`src/verilog/ics_pkg.sv`:
```
// Shared constants for the integer cyclic scale exchange.
// Assumes one clock, pclk, shared by both ends and the APB master.
package ics_pkg;

  // ==========================================
  // Link layout
  localparam int ICS_SLOTS = 4;
  localparam int ICS_SLOT_BYTES = 6;
  localparam int ICS_W_BITS = 16;
  // Status word bit positions after the byte exchange (second byte on top)
  localparam int ICS_ST_ENTER = 8;
  localparam int ICS_ST_IN1 = 9;
  localparam int ICS_ST_MOTION = 12;
  localparam int ICS_ST_NET = 13;
  localparam int ICS_ST_UPDATING = 14;
  localparam int ICS_ST_DATA_OK = 15;

  // ==========================================
  // Command codes, arbitrary encodings
  localparam logic [15:0] ICS_CMD_NONE = 16'h0000;
  localparam logic [15:0] ICS_CMD_TARE = 16'h0001;
  localparam logic [15:0] ICS_CMD_CLEAR = 16'h0002;
  localparam logic [15:0] ICS_CMD_ZERO = 16'h0003;
  localparam logic [15:0] ICS_CMD_PRESET_TARE = 16'h0004;
  localparam logic [15:0] ICS_CMD_GROSS = 16'h0005;
  localparam logic [15:0] ICS_CMD_NET = 16'h0006;
  localparam int ICS_TRIG_BITS = 6;
  localparam int ICS_TRIG_PRESET = 3;

  // ==========================================
  // Controller register map (APB byte addresses)
  localparam logic [7:0] ICS_OFS_CTRL = 8'h00;
  localparam logic [7:0] ICS_OFS_SCALE = 8'h04;
  localparam logic [7:0] ICS_OFS_TRIG = 8'h08;
  localparam logic [7:0] ICS_OFS_OUTDATA = 8'h0c;
  localparam logic [7:0] ICS_OFS_IRQ_STAT = 8'h10;
  localparam logic [7:0] ICS_OFS_IRQ_MASK = 8'h14;
  localparam logic [7:0] ICS_OFS_STATE = 8'h18;
  localparam logic [7:0] ICS_OFS_WEIGHT0 = 8'h20;
  localparam logic [7:0] ICS_OFS_STATUS0 = 8'h30;

  // Reset values; weights are signed Q16.16 fixed point
  localparam logic [31:0] ICS_RST_SCALE = 32'h0000_0041;
  localparam logic [31:0] ICS_BAD_DATA = 32'h8000_0000;
  localparam int ICS_FRAC_BITS = 16;
  localparam int ICS_DIV_STEPS = 32;

  // Interrupt status bits
  localparam int ICS_IRQ_ACCEPT = 0;
  localparam int ICS_IRQ_BAD = 1;
  localparam int ICS_IRQ_CMD = 2;
  localparam int ICS_IRQ_BITS = 3;

  typedef enum logic [1:0] {
    ICS_INIT = 2'b00,
    ICS_RUN = 2'b01,
    ICS_DIVIDE = 2'b11
  } ics_state_t;

endpackage

```
`src/verilog/ics_link_if.sv`:
```
// Cyclic link between the weighing terminal end and the controller end.
// Assumes both ends sit on pclk; the bench instantiates and joins them.
`timescale 1ns/1ps
interface ics_link_if (
  input logic pclk,    // System clock
  input logic presetn  // Asynchronous reset, active low
);
  logic in_valid;       // Terminal to controller: frame strobe
  logic [1:0] in_slot;  // Message slot of the frame
  logic [15:0] in_weight;  // Signed integer weight
  logic [15:0] in_status;  // Status word, bytes in wire order
  logic cmd_valid;      // Controller to terminal: command strobe
  logic [15:0] cmd_code;   // Command code
  logic [15:0] cmd_data;   // Integer data with the command

  modport term (
    input pclk, presetn, cmd_valid, cmd_code, cmd_data,
    output in_valid, in_slot, in_weight, in_status
  );
  modport ctrl (
    input pclk, presetn, in_valid, in_slot, in_weight, in_status,
    output cmd_valid, cmd_code, cmd_data
  );
endinterface

```
`src/verilog/ics_ctrl_end.sv`:
```
// Controller end: filters and scales cyclic weights, issues commands.
// Assumes an APB master on pclk and the terminal end on the same clock.
//
// Notes on behaviour
// Swap status bytes before reading any flag
// Accept weight only when valid, not updating
// Sign-extend integer weight before conversion
// Multiply by increment scale, store in slot
// Store bad-data marker when scale not valid
// Issue triggered commands only while scale valid
// Clear trigger bit once its command issued
// Divide outgoing value by increment to integer
// Four six-byte slots, fewer allowed
// Status bit 8 flags enter key
// Status bits 9 to 11 mirror inputs
// Status bits 12, 13: motion, net mode
// Status bit 14: updating, ignore data
// Status bit 15: scale valid for operation
// Load starting values before any cyclic processing
// Discarded weight keeps previous stored value
//
// Chosen here: register access over APB and the register addresses.
`timescale 1ns/1ps
module ics_ctrl_end
  import ics_pkg::*;
(
  ics_link_if.ctrl link,           // Link to the terminal
  input wire logic psel,           // APB select
  input wire logic penable,        // APB access phase
  input wire logic pwrite,         // APB write
  input wire logic [7:0] paddr,    // APB byte address
  input wire logic [31:0] pwdata,  // APB write data
  output logic [31:0] prdata,      // APB read data
  output logic pready,             // APB ready, always high
  output logic pslverr,            // APB error on unmapped address
  output logic irq                 // Level interrupt
);
  ics_state_t state_r;
  logic enable_r;
  logic [31:0] scale_r;
  logic [ICS_TRIG_BITS-1:0] trig_r;
  logic [31:0] outdata_r;
  logic [ICS_IRQ_BITS-1:0] irq_stat_r;
  logic [ICS_IRQ_BITS-1:0] irq_mask_r;
  logic [31:0] weight_r [ICS_SLOTS];
  logic [15:0] status_r [ICS_SLOTS];
  logic scale_ok_r;
  logic [31:0] rem_r;
  logic [31:0] quo_r;
  logic [4:0] div_cnt_r;
  logic div_neg_r;

  logic wr_en;
  logic rd_en;
  logic mapped;
  logic [15:0] rx_status;
  logic rx_ok;
  logic rx_upd;
  logic [31:0] rx_wide;
  logic [47:0] rx_prod;
  logic issue;
  logic [2:0] issue_idx;
  logic [15:0] issue_code;
  logic [ICS_TRIG_BITS-1:0] trig_clr;
  logic [ICS_IRQ_BITS-1:0] irq_set;
  logic [32:0] div_trial;
  logic [31:0] div_abs_b;
  logic [15:0] div_q;

  // ==========================================
  // APB decode; zero wait states
  assign pready = 1'b1;
  assign wr_en = psel && penable && pwrite;
  assign rd_en = psel && penable && !pwrite;

  always_comb begin
    prdata = 32'h0000_0000;
    mapped = 1'b1;
    case (paddr)
      ICS_OFS_CTRL: prdata = {31'h0, enable_r};
      ICS_OFS_SCALE: prdata = scale_r;
      ICS_OFS_TRIG: prdata = {26'h0, trig_r};
      ICS_OFS_OUTDATA: prdata = outdata_r;
      ICS_OFS_IRQ_STAT: prdata = {29'h0, irq_stat_r};
      ICS_OFS_IRQ_MASK: prdata = {29'h0, irq_mask_r};
      ICS_OFS_STATE: prdata = {29'h0, scale_ok_r, state_r};
      default: begin
        if (paddr[7:4] == ICS_OFS_WEIGHT0[7:4] && paddr[1:0] == 2'h0) begin
          prdata = weight_r[paddr[3:2]];
        end else if (paddr[7:4] == ICS_OFS_STATUS0[7:4] && paddr[1:0] == 2'h0) begin
          prdata = {16'h0, status_r[paddr[3:2]]};
        end else begin
          mapped = 1'b0;
        end
      end
    endcase
  end
  assign pslverr = psel && penable && !mapped;

  // ==========================================
  // Received frame: exchange bytes, then read flags
  assign rx_status = {link.in_status[7:0], link.in_status[15:8]};
  assign rx_ok = rx_status[ICS_ST_DATA_OK];
  assign rx_upd = rx_status[ICS_ST_UPDATING];
  assign rx_wide = {{16{link.in_weight[15]}}, link.in_weight};
  // Integer times Q16.16 increment; wrap above 32767 units is accepted
  assign rx_prod = 48'($signed(rx_wide) * $signed({{16{scale_r[31]}}, scale_r}));

  // ==========================================
  // Start-up: settings loaded before cyclic processing begins
  always_ff @(posedge link.pclk or negedge link.presetn) begin
    if (!link.presetn) begin
      state_r <= ICS_INIT;
    end else begin
      case (state_r)
        ICS_INIT: if (enable_r) state_r <= ICS_RUN;
        ICS_RUN: if (issue && issue_idx == 3'(ICS_TRIG_PRESET)) state_r <= ICS_DIVIDE;
        ICS_DIVIDE: if (div_cnt_r == 5'(ICS_DIV_STEPS - 1)) state_r <= ICS_RUN;
        default: state_r <= ICS_INIT;
      endcase
    end
  end

  // ==========================================
  // Settings
  always_ff @(posedge link.pclk or negedge link.presetn) begin
    if (!link.presetn) begin
      enable_r <= 1'b0;
      scale_r <= ICS_RST_SCALE;
      outdata_r <= 32'h0000_0000;
      irq_mask_r <= '0;
    end else if (wr_en) begin
      if (paddr == ICS_OFS_CTRL) enable_r <= pwdata[0];
      if (paddr == ICS_OFS_SCALE) scale_r <= pwdata;
      if (paddr == ICS_OFS_OUTDATA) outdata_r <= pwdata;
      if (paddr == ICS_OFS_IRQ_MASK) irq_mask_r <= pwdata[ICS_IRQ_BITS-1:0];
    end
  end

  // ==========================================
  // Slot storage
  always_ff @(posedge link.pclk or negedge link.presetn) begin
    if (!link.presetn) begin
      for (int i = 0; i < ICS_SLOTS; i++) begin
        weight_r[i] <= 32'h0000_0000;
        status_r[i] <= 16'h0000;
      end
      scale_ok_r <= 1'b0;
    end else if (link.in_valid && state_r != ICS_INIT) begin
      status_r[link.in_slot] <= rx_status;
      if (link.in_slot == 2'h0) scale_ok_r <= rx_ok;
      if (!rx_ok) begin
        weight_r[link.in_slot] <= ICS_BAD_DATA;
      end else if (!rx_upd) begin
        weight_r[link.in_slot] <= rx_prod[31:0];
      end
      // Valid but updating: the stored weight stands
    end
  end

  // ==========================================
  // Commands: lowest pending trigger first, slot 0's flag gates them
  always_comb begin
    issue_idx = 3'h0;
    for (int i = ICS_TRIG_BITS - 1; i >= 0; i--) begin
      if (trig_r[i]) issue_idx = 3'(i);
    end
  end
  assign issue = state_r == ICS_RUN && scale_ok_r && |trig_r;

  always_comb begin
    case (issue_idx)
      3'h0: issue_code = ICS_CMD_TARE;
      3'h1: issue_code = ICS_CMD_CLEAR;
      3'h2: issue_code = ICS_CMD_ZERO;
      3'h3: issue_code = ICS_CMD_PRESET_TARE;
      3'h4: issue_code = ICS_CMD_GROSS;
      3'h5: issue_code = ICS_CMD_NET;
      default: issue_code = ICS_CMD_NONE;
    endcase
  end

  always_comb begin
    trig_clr = '0;
    if (issue) trig_clr[issue_idx] = 1'b1;
  end

  // A write that sets a trigger in the cycle it is cleared wins
  always_ff @(posedge link.pclk or negedge link.presetn) begin
    if (!link.presetn) begin
      trig_r <= '0;
    end else begin
      trig_r <= (trig_r & ~trig_clr) |
                ((wr_en && paddr == ICS_OFS_TRIG) ? pwdata[ICS_TRIG_BITS-1:0] : '0);
    end
  end

  // ==========================================
  // Outgoing data: restoring divide of |outdata| by |scale|
  assign div_abs_b = scale_r[31] ? 32'(-scale_r) : scale_r;
  assign div_trial = {rem_r, quo_r[31]} - {1'b0, div_abs_b};
  // The last quotient bit is decided in the cycle that sends the command, so take it from the trial here
  assign div_q = div_neg_r ? 16'(-{quo_r[30:0], !div_trial[32]}) : {quo_r[14:0], !div_trial[32]};

  always_ff @(posedge link.pclk or negedge link.presetn) begin
    if (!link.presetn) begin
      rem_r <= 32'h0000_0000;
      quo_r <= 32'h0000_0000;
      div_cnt_r <= 5'h00;
      div_neg_r <= 1'b0;
    end else if (state_r == ICS_RUN) begin
      rem_r <= 32'h0000_0000;
      quo_r <= outdata_r[31] ? 32'(-outdata_r) : outdata_r;
      div_neg_r <= outdata_r[31] ^ scale_r[31];
      div_cnt_r <= 5'h00;
    end else if (state_r == ICS_DIVIDE) begin
      div_cnt_r <= div_cnt_r + 5'h01;
      if (!div_trial[32]) begin
        rem_r <= div_trial[31:0];
        quo_r <= {quo_r[30:0], 1'b1};
      end else begin
        rem_r <= {rem_r[30:0], quo_r[31]};
        quo_r <= {quo_r[30:0], 1'b0};
      end
    end
  end

  // ==========================================
  // Command output; preset tare waits for the quotient
  always_ff @(posedge link.pclk or negedge link.presetn) begin
    if (!link.presetn) begin
      link.cmd_valid <= 1'b0;
      link.cmd_code <= ICS_CMD_NONE;
      link.cmd_data <= 16'h0000;
    end else begin
      link.cmd_valid <= 1'b0;
      if (issue && issue_idx != 3'(ICS_TRIG_PRESET)) begin
        link.cmd_valid <= 1'b1;
        link.cmd_code <= issue_code;
        link.cmd_data <= 16'h0000;
      end else if (state_r == ICS_DIVIDE && div_cnt_r == 5'(ICS_DIV_STEPS)) begin
        link.cmd_valid <= 1'b0;
      end else if (state_r == ICS_RUN && link.cmd_code == ICS_CMD_NONE) begin
        link.cmd_valid <= 1'b0;
      end
      if (state_r == ICS_DIVIDE && div_cnt_r == 5'(ICS_DIV_STEPS - 1)) begin
        link.cmd_valid <= 1'b1;
        link.cmd_code <= ICS_CMD_PRESET_TARE;
        link.cmd_data <= div_q;
      end
    end
  end

  // ==========================================
  // Interrupts: set wins over write-one-to-clear
  always_comb begin
    irq_set = '0;
    irq_set[ICS_IRQ_ACCEPT] = link.in_valid && state_r != ICS_INIT && rx_ok && !rx_upd;
    irq_set[ICS_IRQ_BAD] = link.in_valid && state_r != ICS_INIT && !rx_ok;
    irq_set[ICS_IRQ_CMD] = link.cmd_valid;
  end

  always_ff @(posedge link.pclk or negedge link.presetn) begin
    if (!link.presetn) begin
      irq_stat_r <= '0;
    end else begin
      irq_stat_r <= (irq_stat_r &
                     ~((wr_en && paddr == ICS_OFS_IRQ_STAT) ? pwdata[ICS_IRQ_BITS-1:0] : '0)) | irq_set;
    end
  end
  assign irq = |(irq_stat_r & irq_mask_r);

  logic unused_rd;
  assign unused_rd = rd_en;
endmodule

```
`src/flat_wrapper.sv`:
```
// flat-port wrapper written by rule: the top's interface ports become plain ports
module ics_ctrl_end_flat import ics_pkg::*;
  (psel, penable, pwrite, paddr, pwdata, prdata, pready, pslverr, irq, pclk, presetn, link_in_valid, link_in_slot, link_in_weight, link_in_status, link_cmd_valid, link_cmd_code, link_cmd_data);
  ics_link_if link_i (.pclk(pclk), .presetn(presetn));
  input wire logic psel;
  input wire logic penable;
  input wire logic pwrite;
  input wire logic [7:0] paddr;
  input wire logic [31:0] pwdata;
  output logic [31:0] prdata;
  output logic pready;
  output logic pslverr;
  output logic irq;
  input wire logic pclk;
  input wire logic presetn;
  input wire logic [$bits(link_i.in_valid)-1:0] link_in_valid;
  input wire logic [$bits(link_i.in_slot)-1:0] link_in_slot;
  input wire logic [$bits(link_i.in_weight)-1:0] link_in_weight;
  input wire logic [$bits(link_i.in_status)-1:0] link_in_status;
  output wire logic [$bits(link_i.cmd_valid)-1:0] link_cmd_valid;
  output wire logic [$bits(link_i.cmd_code)-1:0] link_cmd_code;
  output wire logic [$bits(link_i.cmd_data)-1:0] link_cmd_data;
  assign link_i.in_valid = link_in_valid;
  assign link_i.in_slot = link_in_slot;
  assign link_i.in_weight = link_in_weight;
  assign link_i.in_status = link_in_status;
  assign link_cmd_valid = link_i.cmd_valid;
  assign link_cmd_code = link_i.cmd_code;
  assign link_cmd_data = link_i.cmd_data;
  ics_ctrl_end u_core (.link(link_i), .psel(psel), .penable(penable), .pwrite(pwrite), .paddr(paddr), .pwdata(pwdata), .prdata(prdata), .pready(pready), .pslverr(pslverr), .irq(irq));
endmodule
```
`config.mk`:
```
export PLATFORM = sky130hd
export DESIGN_NAME = ics_ctrl_end_flat
export DESIGN_NICKNAME = d
export VERILOG_FILES = /design/src/verilog/ics_pkg.sv /design/src/verilog/ics_link_if.sv /design/src/verilog/ics_ctrl_end.sv /design/src/flat_wrapper.sv
export SDC_FILE = /design/constraint.sdc
export NUM_CORES = 2
export LEC_CHECK = 0
export ABC_AREA = 1
export BUFFER_PORTS_ARGS = -buffer_cell sky130_fd_sc_hd__buf_4
export CORE_MARGIN = 4
export CORE_UTILIZATION = 40
export CTS_CLUSTER_DIAMETER = 120
export DETAILED_ROUTE_END_ITERATION = 8
export GPL_TIMING_DRIVEN = 0
export SYNTH_ARGS = -nofsm -noshare
export SYNTH_HDL_FRONTEND = slang
export SYNTH_SLANG_ARGS = --single-unit
```
`constraint.sdc`:
```
create_clock -name pclk -period 6.5 [get_ports pclk]
set_clock_uncertainty 0.2 [all_clocks]
set_input_delay 0 -clock pclk [delete_from_list [all_inputs] [get_ports pclk]]
set_output_delay 0 -clock pclk [all_outputs]
set_load 0.02 [all_outputs]
```
==> results.json <==
{
  "status": "finished clean",
  "yosysWarnings": 0,
  "min_period_over_period": 0.968,
  "cp-start-kind": "flip-flop",
  "min_period_ps": 6290,
  "seqCellArea_um2": 9070,
  "fmax_mhz": 159,
  "yosysTopAreaCell": "dfrtp_1",
  "drt_iter0_markers": 2871,
  "fill_cells": 8210,
  "antenna_found_initial": 2,
  "hold_start": "paddr[1]",
  "finalSetupViolCount": 0,
  "rr_startpoint": "u_core.scale_r[14]$_DFFE_PN0P_",
  "rows": 104,
  "post-route-util": 0.464,
  "cts_htree_levels": 2,
  "multiInputGateArea_um2": 19300,
  "peakVddDrop_mv": 0.206,
  "cts-root-buf": "clkbuf_16",
  "route.detailed.drc": 0,
  "powerDensity_nw_per_um2": 227,
  "power.leakage_uw": 0.0197,
  "post_drt_wl_per_cell_um": 20.7,
  "dpl.hpwl_um": 91700,
  "synth.distinct_cells": 61,
  "io_buffers": 127,
  "clk_pin_slew_ps": 60,
  "grt_setup_unrepaired": "true",
  "grt_pass1_vias": 29700,
  "total_power_uw": 8500,
  "start_util": 0.405,
  "vias_per_cell": 5.31,
  "place_area_um2": 35100,
  "cts-buffers-inserted": 38,
  "slew_violations": 0,
  "dieArea_um2": 86200,
  "crit_path_end_kind": "flip-flop",
  "ys_async_sr_fraction": 1.00,
  "dr.pass1.iters": 8,
  "maxCapViolCount": 0,
  "grt_max_degree": 116,
  "gp_congestion": 0.924,
  "cp.required_ps": 6710,
  "cts.path.max_buffers": 3,
  "ys_seq_elements": 361,
  "ys_top_cells_by_count": "nand2_1, inv_1, dfrtp_1",
  "routed_wl_um": 117000,
  "synth_edf_count": 0,
  "grt_pass1_wl_um": 179000,
  "cts_tree": "built",
  "synthTopCellsByArea": "dfrtp_1, fa_1, nand2_1",
  "drive_above_1_share": 0.0865,
  "vias": 30100,
  "synthCells": 4322,
  "ant_nets": 0,
  "crit_path_max_fanout": 10,
  "worst_ep_arrival_time_ps": 6510,
  "syn_area_per_cell_um2": 7.55,
  "core_um2": 80700,
  "crit_type": "reg2reg",
  "synthFlopType": "dfrtp_1",
  "hold_viol_final": 0,
  "nets": 5094,
  "yosysMostFrequentCell": "nand2_1",
  "hold_path.class": "in2reg",
  "clock_latency_ps": 570,
  "die_x_um": 294,
  "fin_area_um2": 37400,
  "ys_seq_area_frac": 0.277,
  "grtUsageTotal": 0.270,
  "ioPinCount": 148,
  "slew_headroom": 0.0990,
  "synth_top_area_share": 0.275,
  "clock_sinks": 361,
  "synth_area_um2": 32600,
  "grt-ovfl-total": 0,
  "area_growth_syn_to_layout_pct": 14.7,
  "crit_start": "u_core.scale_r[14]$_DFFE_PN0P_",
  "die_h_um": 294,
  "fin_tns_setup_ps": 0,
  "worstMarginPinSlew_ps": 1330
}
==> power by group <==
part,internal [uW],switching (uW)
clock network,1240,960
logic,1120,2110
registers,2800,269
total,5170,3340
==> area by class of cell <==
cell class                      instances  area share
Tap cell                             1060      0.0354
Sequential cell                       361       0.242
Buffer                                194      0.0263
Clock buffer                           54      0.0289
Clock inverter                          9     0.00331
Inverter                              954      0.0958
Timing Repair Buffer                  230      0.0525
Multi-Input combinational cell       2801       0.515
Antenna cell                            2    0.000134
==> critical path: stages, from the launching register on <==
cell and delay, ps:
dfrtp_4 470, buf_4 240, nand2_1 100, fa_1 570, inv_1 60, fa_1 490
fa_1 600, fa_1 460, fa_1 520, inv_1 50, fa_1 490, inv_1 50
ha_2 400, nand2_1 120, nor2_2 150, inv_1 90, nor3_4 170, nand3_1 130
nand3_2 150, a21o_1 200, a21oi_1 100, o21ai_2 190, o21ai_0 130
==> stage by stage <==
step	setup slack, ps	cells	hold WS (ps)
2_1_floorplan	512	4334	-496
3_3_place_gp	-1190	5521	114
3_5_place_dp	-1190	5524	-304
4_1_cts	7.06	5634	21.7
5_1_grt	-33.9	5664	109
6_report	206	5665	57.9
==> kinds of logic (layout without fill, tap and decap cells) <==
group,count (synthesis),count (layout),synth area share
other cells,2,16,0.000230
compound gates,726,726,0.130
flops,361,361,0.277
fa+ha+maj,434,434,0.237
buf+inv,1172,1441,0.139
xor+xnor,67,67,0.0180
simple gates,1560,1560,0.199
==> metal layers <==
metal  vias up  track usage  wire (um)
li1      13900            -          -
met1     14800        0.378      50100
met2      1151        0.433      53600
met3       176       0.0496       9840
met4         0       0.0709       3810
met5         -            0          0
==> registers in the layout (all words and copies together) (netlist names) <==
name                   flops
u_core.scale_r            32
u_core.status_r           63
u_core.weight_r          128
u_core.link.cmd_valid      1
u_core.link.cmd_code       3
u_core.quo_r              32
u_core.div_neg_r           1
u_core.state_r             2
u_core.rem_r              32
u_core.trig_r              6
u_core.link.cmd_data      16
u_core.irq_stat_r          3
u_core.enable_r            1
u_core.scale_ok_r          1
u_core.irq_mask_r          3
u_core.div_cnt_r           5
u_core.outdata_r          32
==> worst paths after layout <==
path                                                        to  slack [ps]  cells after the start
setup / recovery              u_core.weight_r[123]$_DFFE_PN0P_         210                     22
hold / removal                u_core.irq_mask_r[1]$_DFFE_PN0P_          60                      8
setup reg to reg              u_core.weight_r[123]$_DFFE_PN0P_         210                     22
hold reg to reg            u_core.link.cmd_code[0]$_DFFE_PN0P_         270                      2
max in group asynchronous      u_core.status_r[40]$_DFFE_PN0P_        4650                      5
min in group asynchronous          u_core.rem_r[9]$_DFFE_PN0P_         350                      4
==> what timing repair did <==
action / 4_1_cts / 5_1_grt
pin swaps: 0 / 2
endpoints found under the hold margin: 421 / 0
hold buffers: 67 / 0
buffers inserted: 3 / 30
resized for setup: 69 / 70
setup endpoints to repair: 92 / 75
==> cells in the final DEF, fill, tap and decap left out, types with 11 or more instances in the layout <==
master	n
dfrtp_2	14
o221ai_1	51
nand2_1	1051
nor2_1	163
a22oi_1	33
or2_2	14
ha_1	118
dlygate4sd3_1	66
nand4_1	53
xor2_1	46
buf_4	177
xnor2_1	21
buf_2	20
clkbuf_16	38
fa_1	305
a21oi_1	106
dfrtp_1	341
o22ai_1	80
nand2_2	12
buf_1	18
o21ai_0	299
conb_1	14
a221o_1	11
nor3_1	27
nand3_1	194
a21o_1	12
buf_6	13
clkbuf_1	121
inv_1	942
a21oi_2	11
o21ai_1	64
No activity file was read; power rests on OpenSTA's default activity.
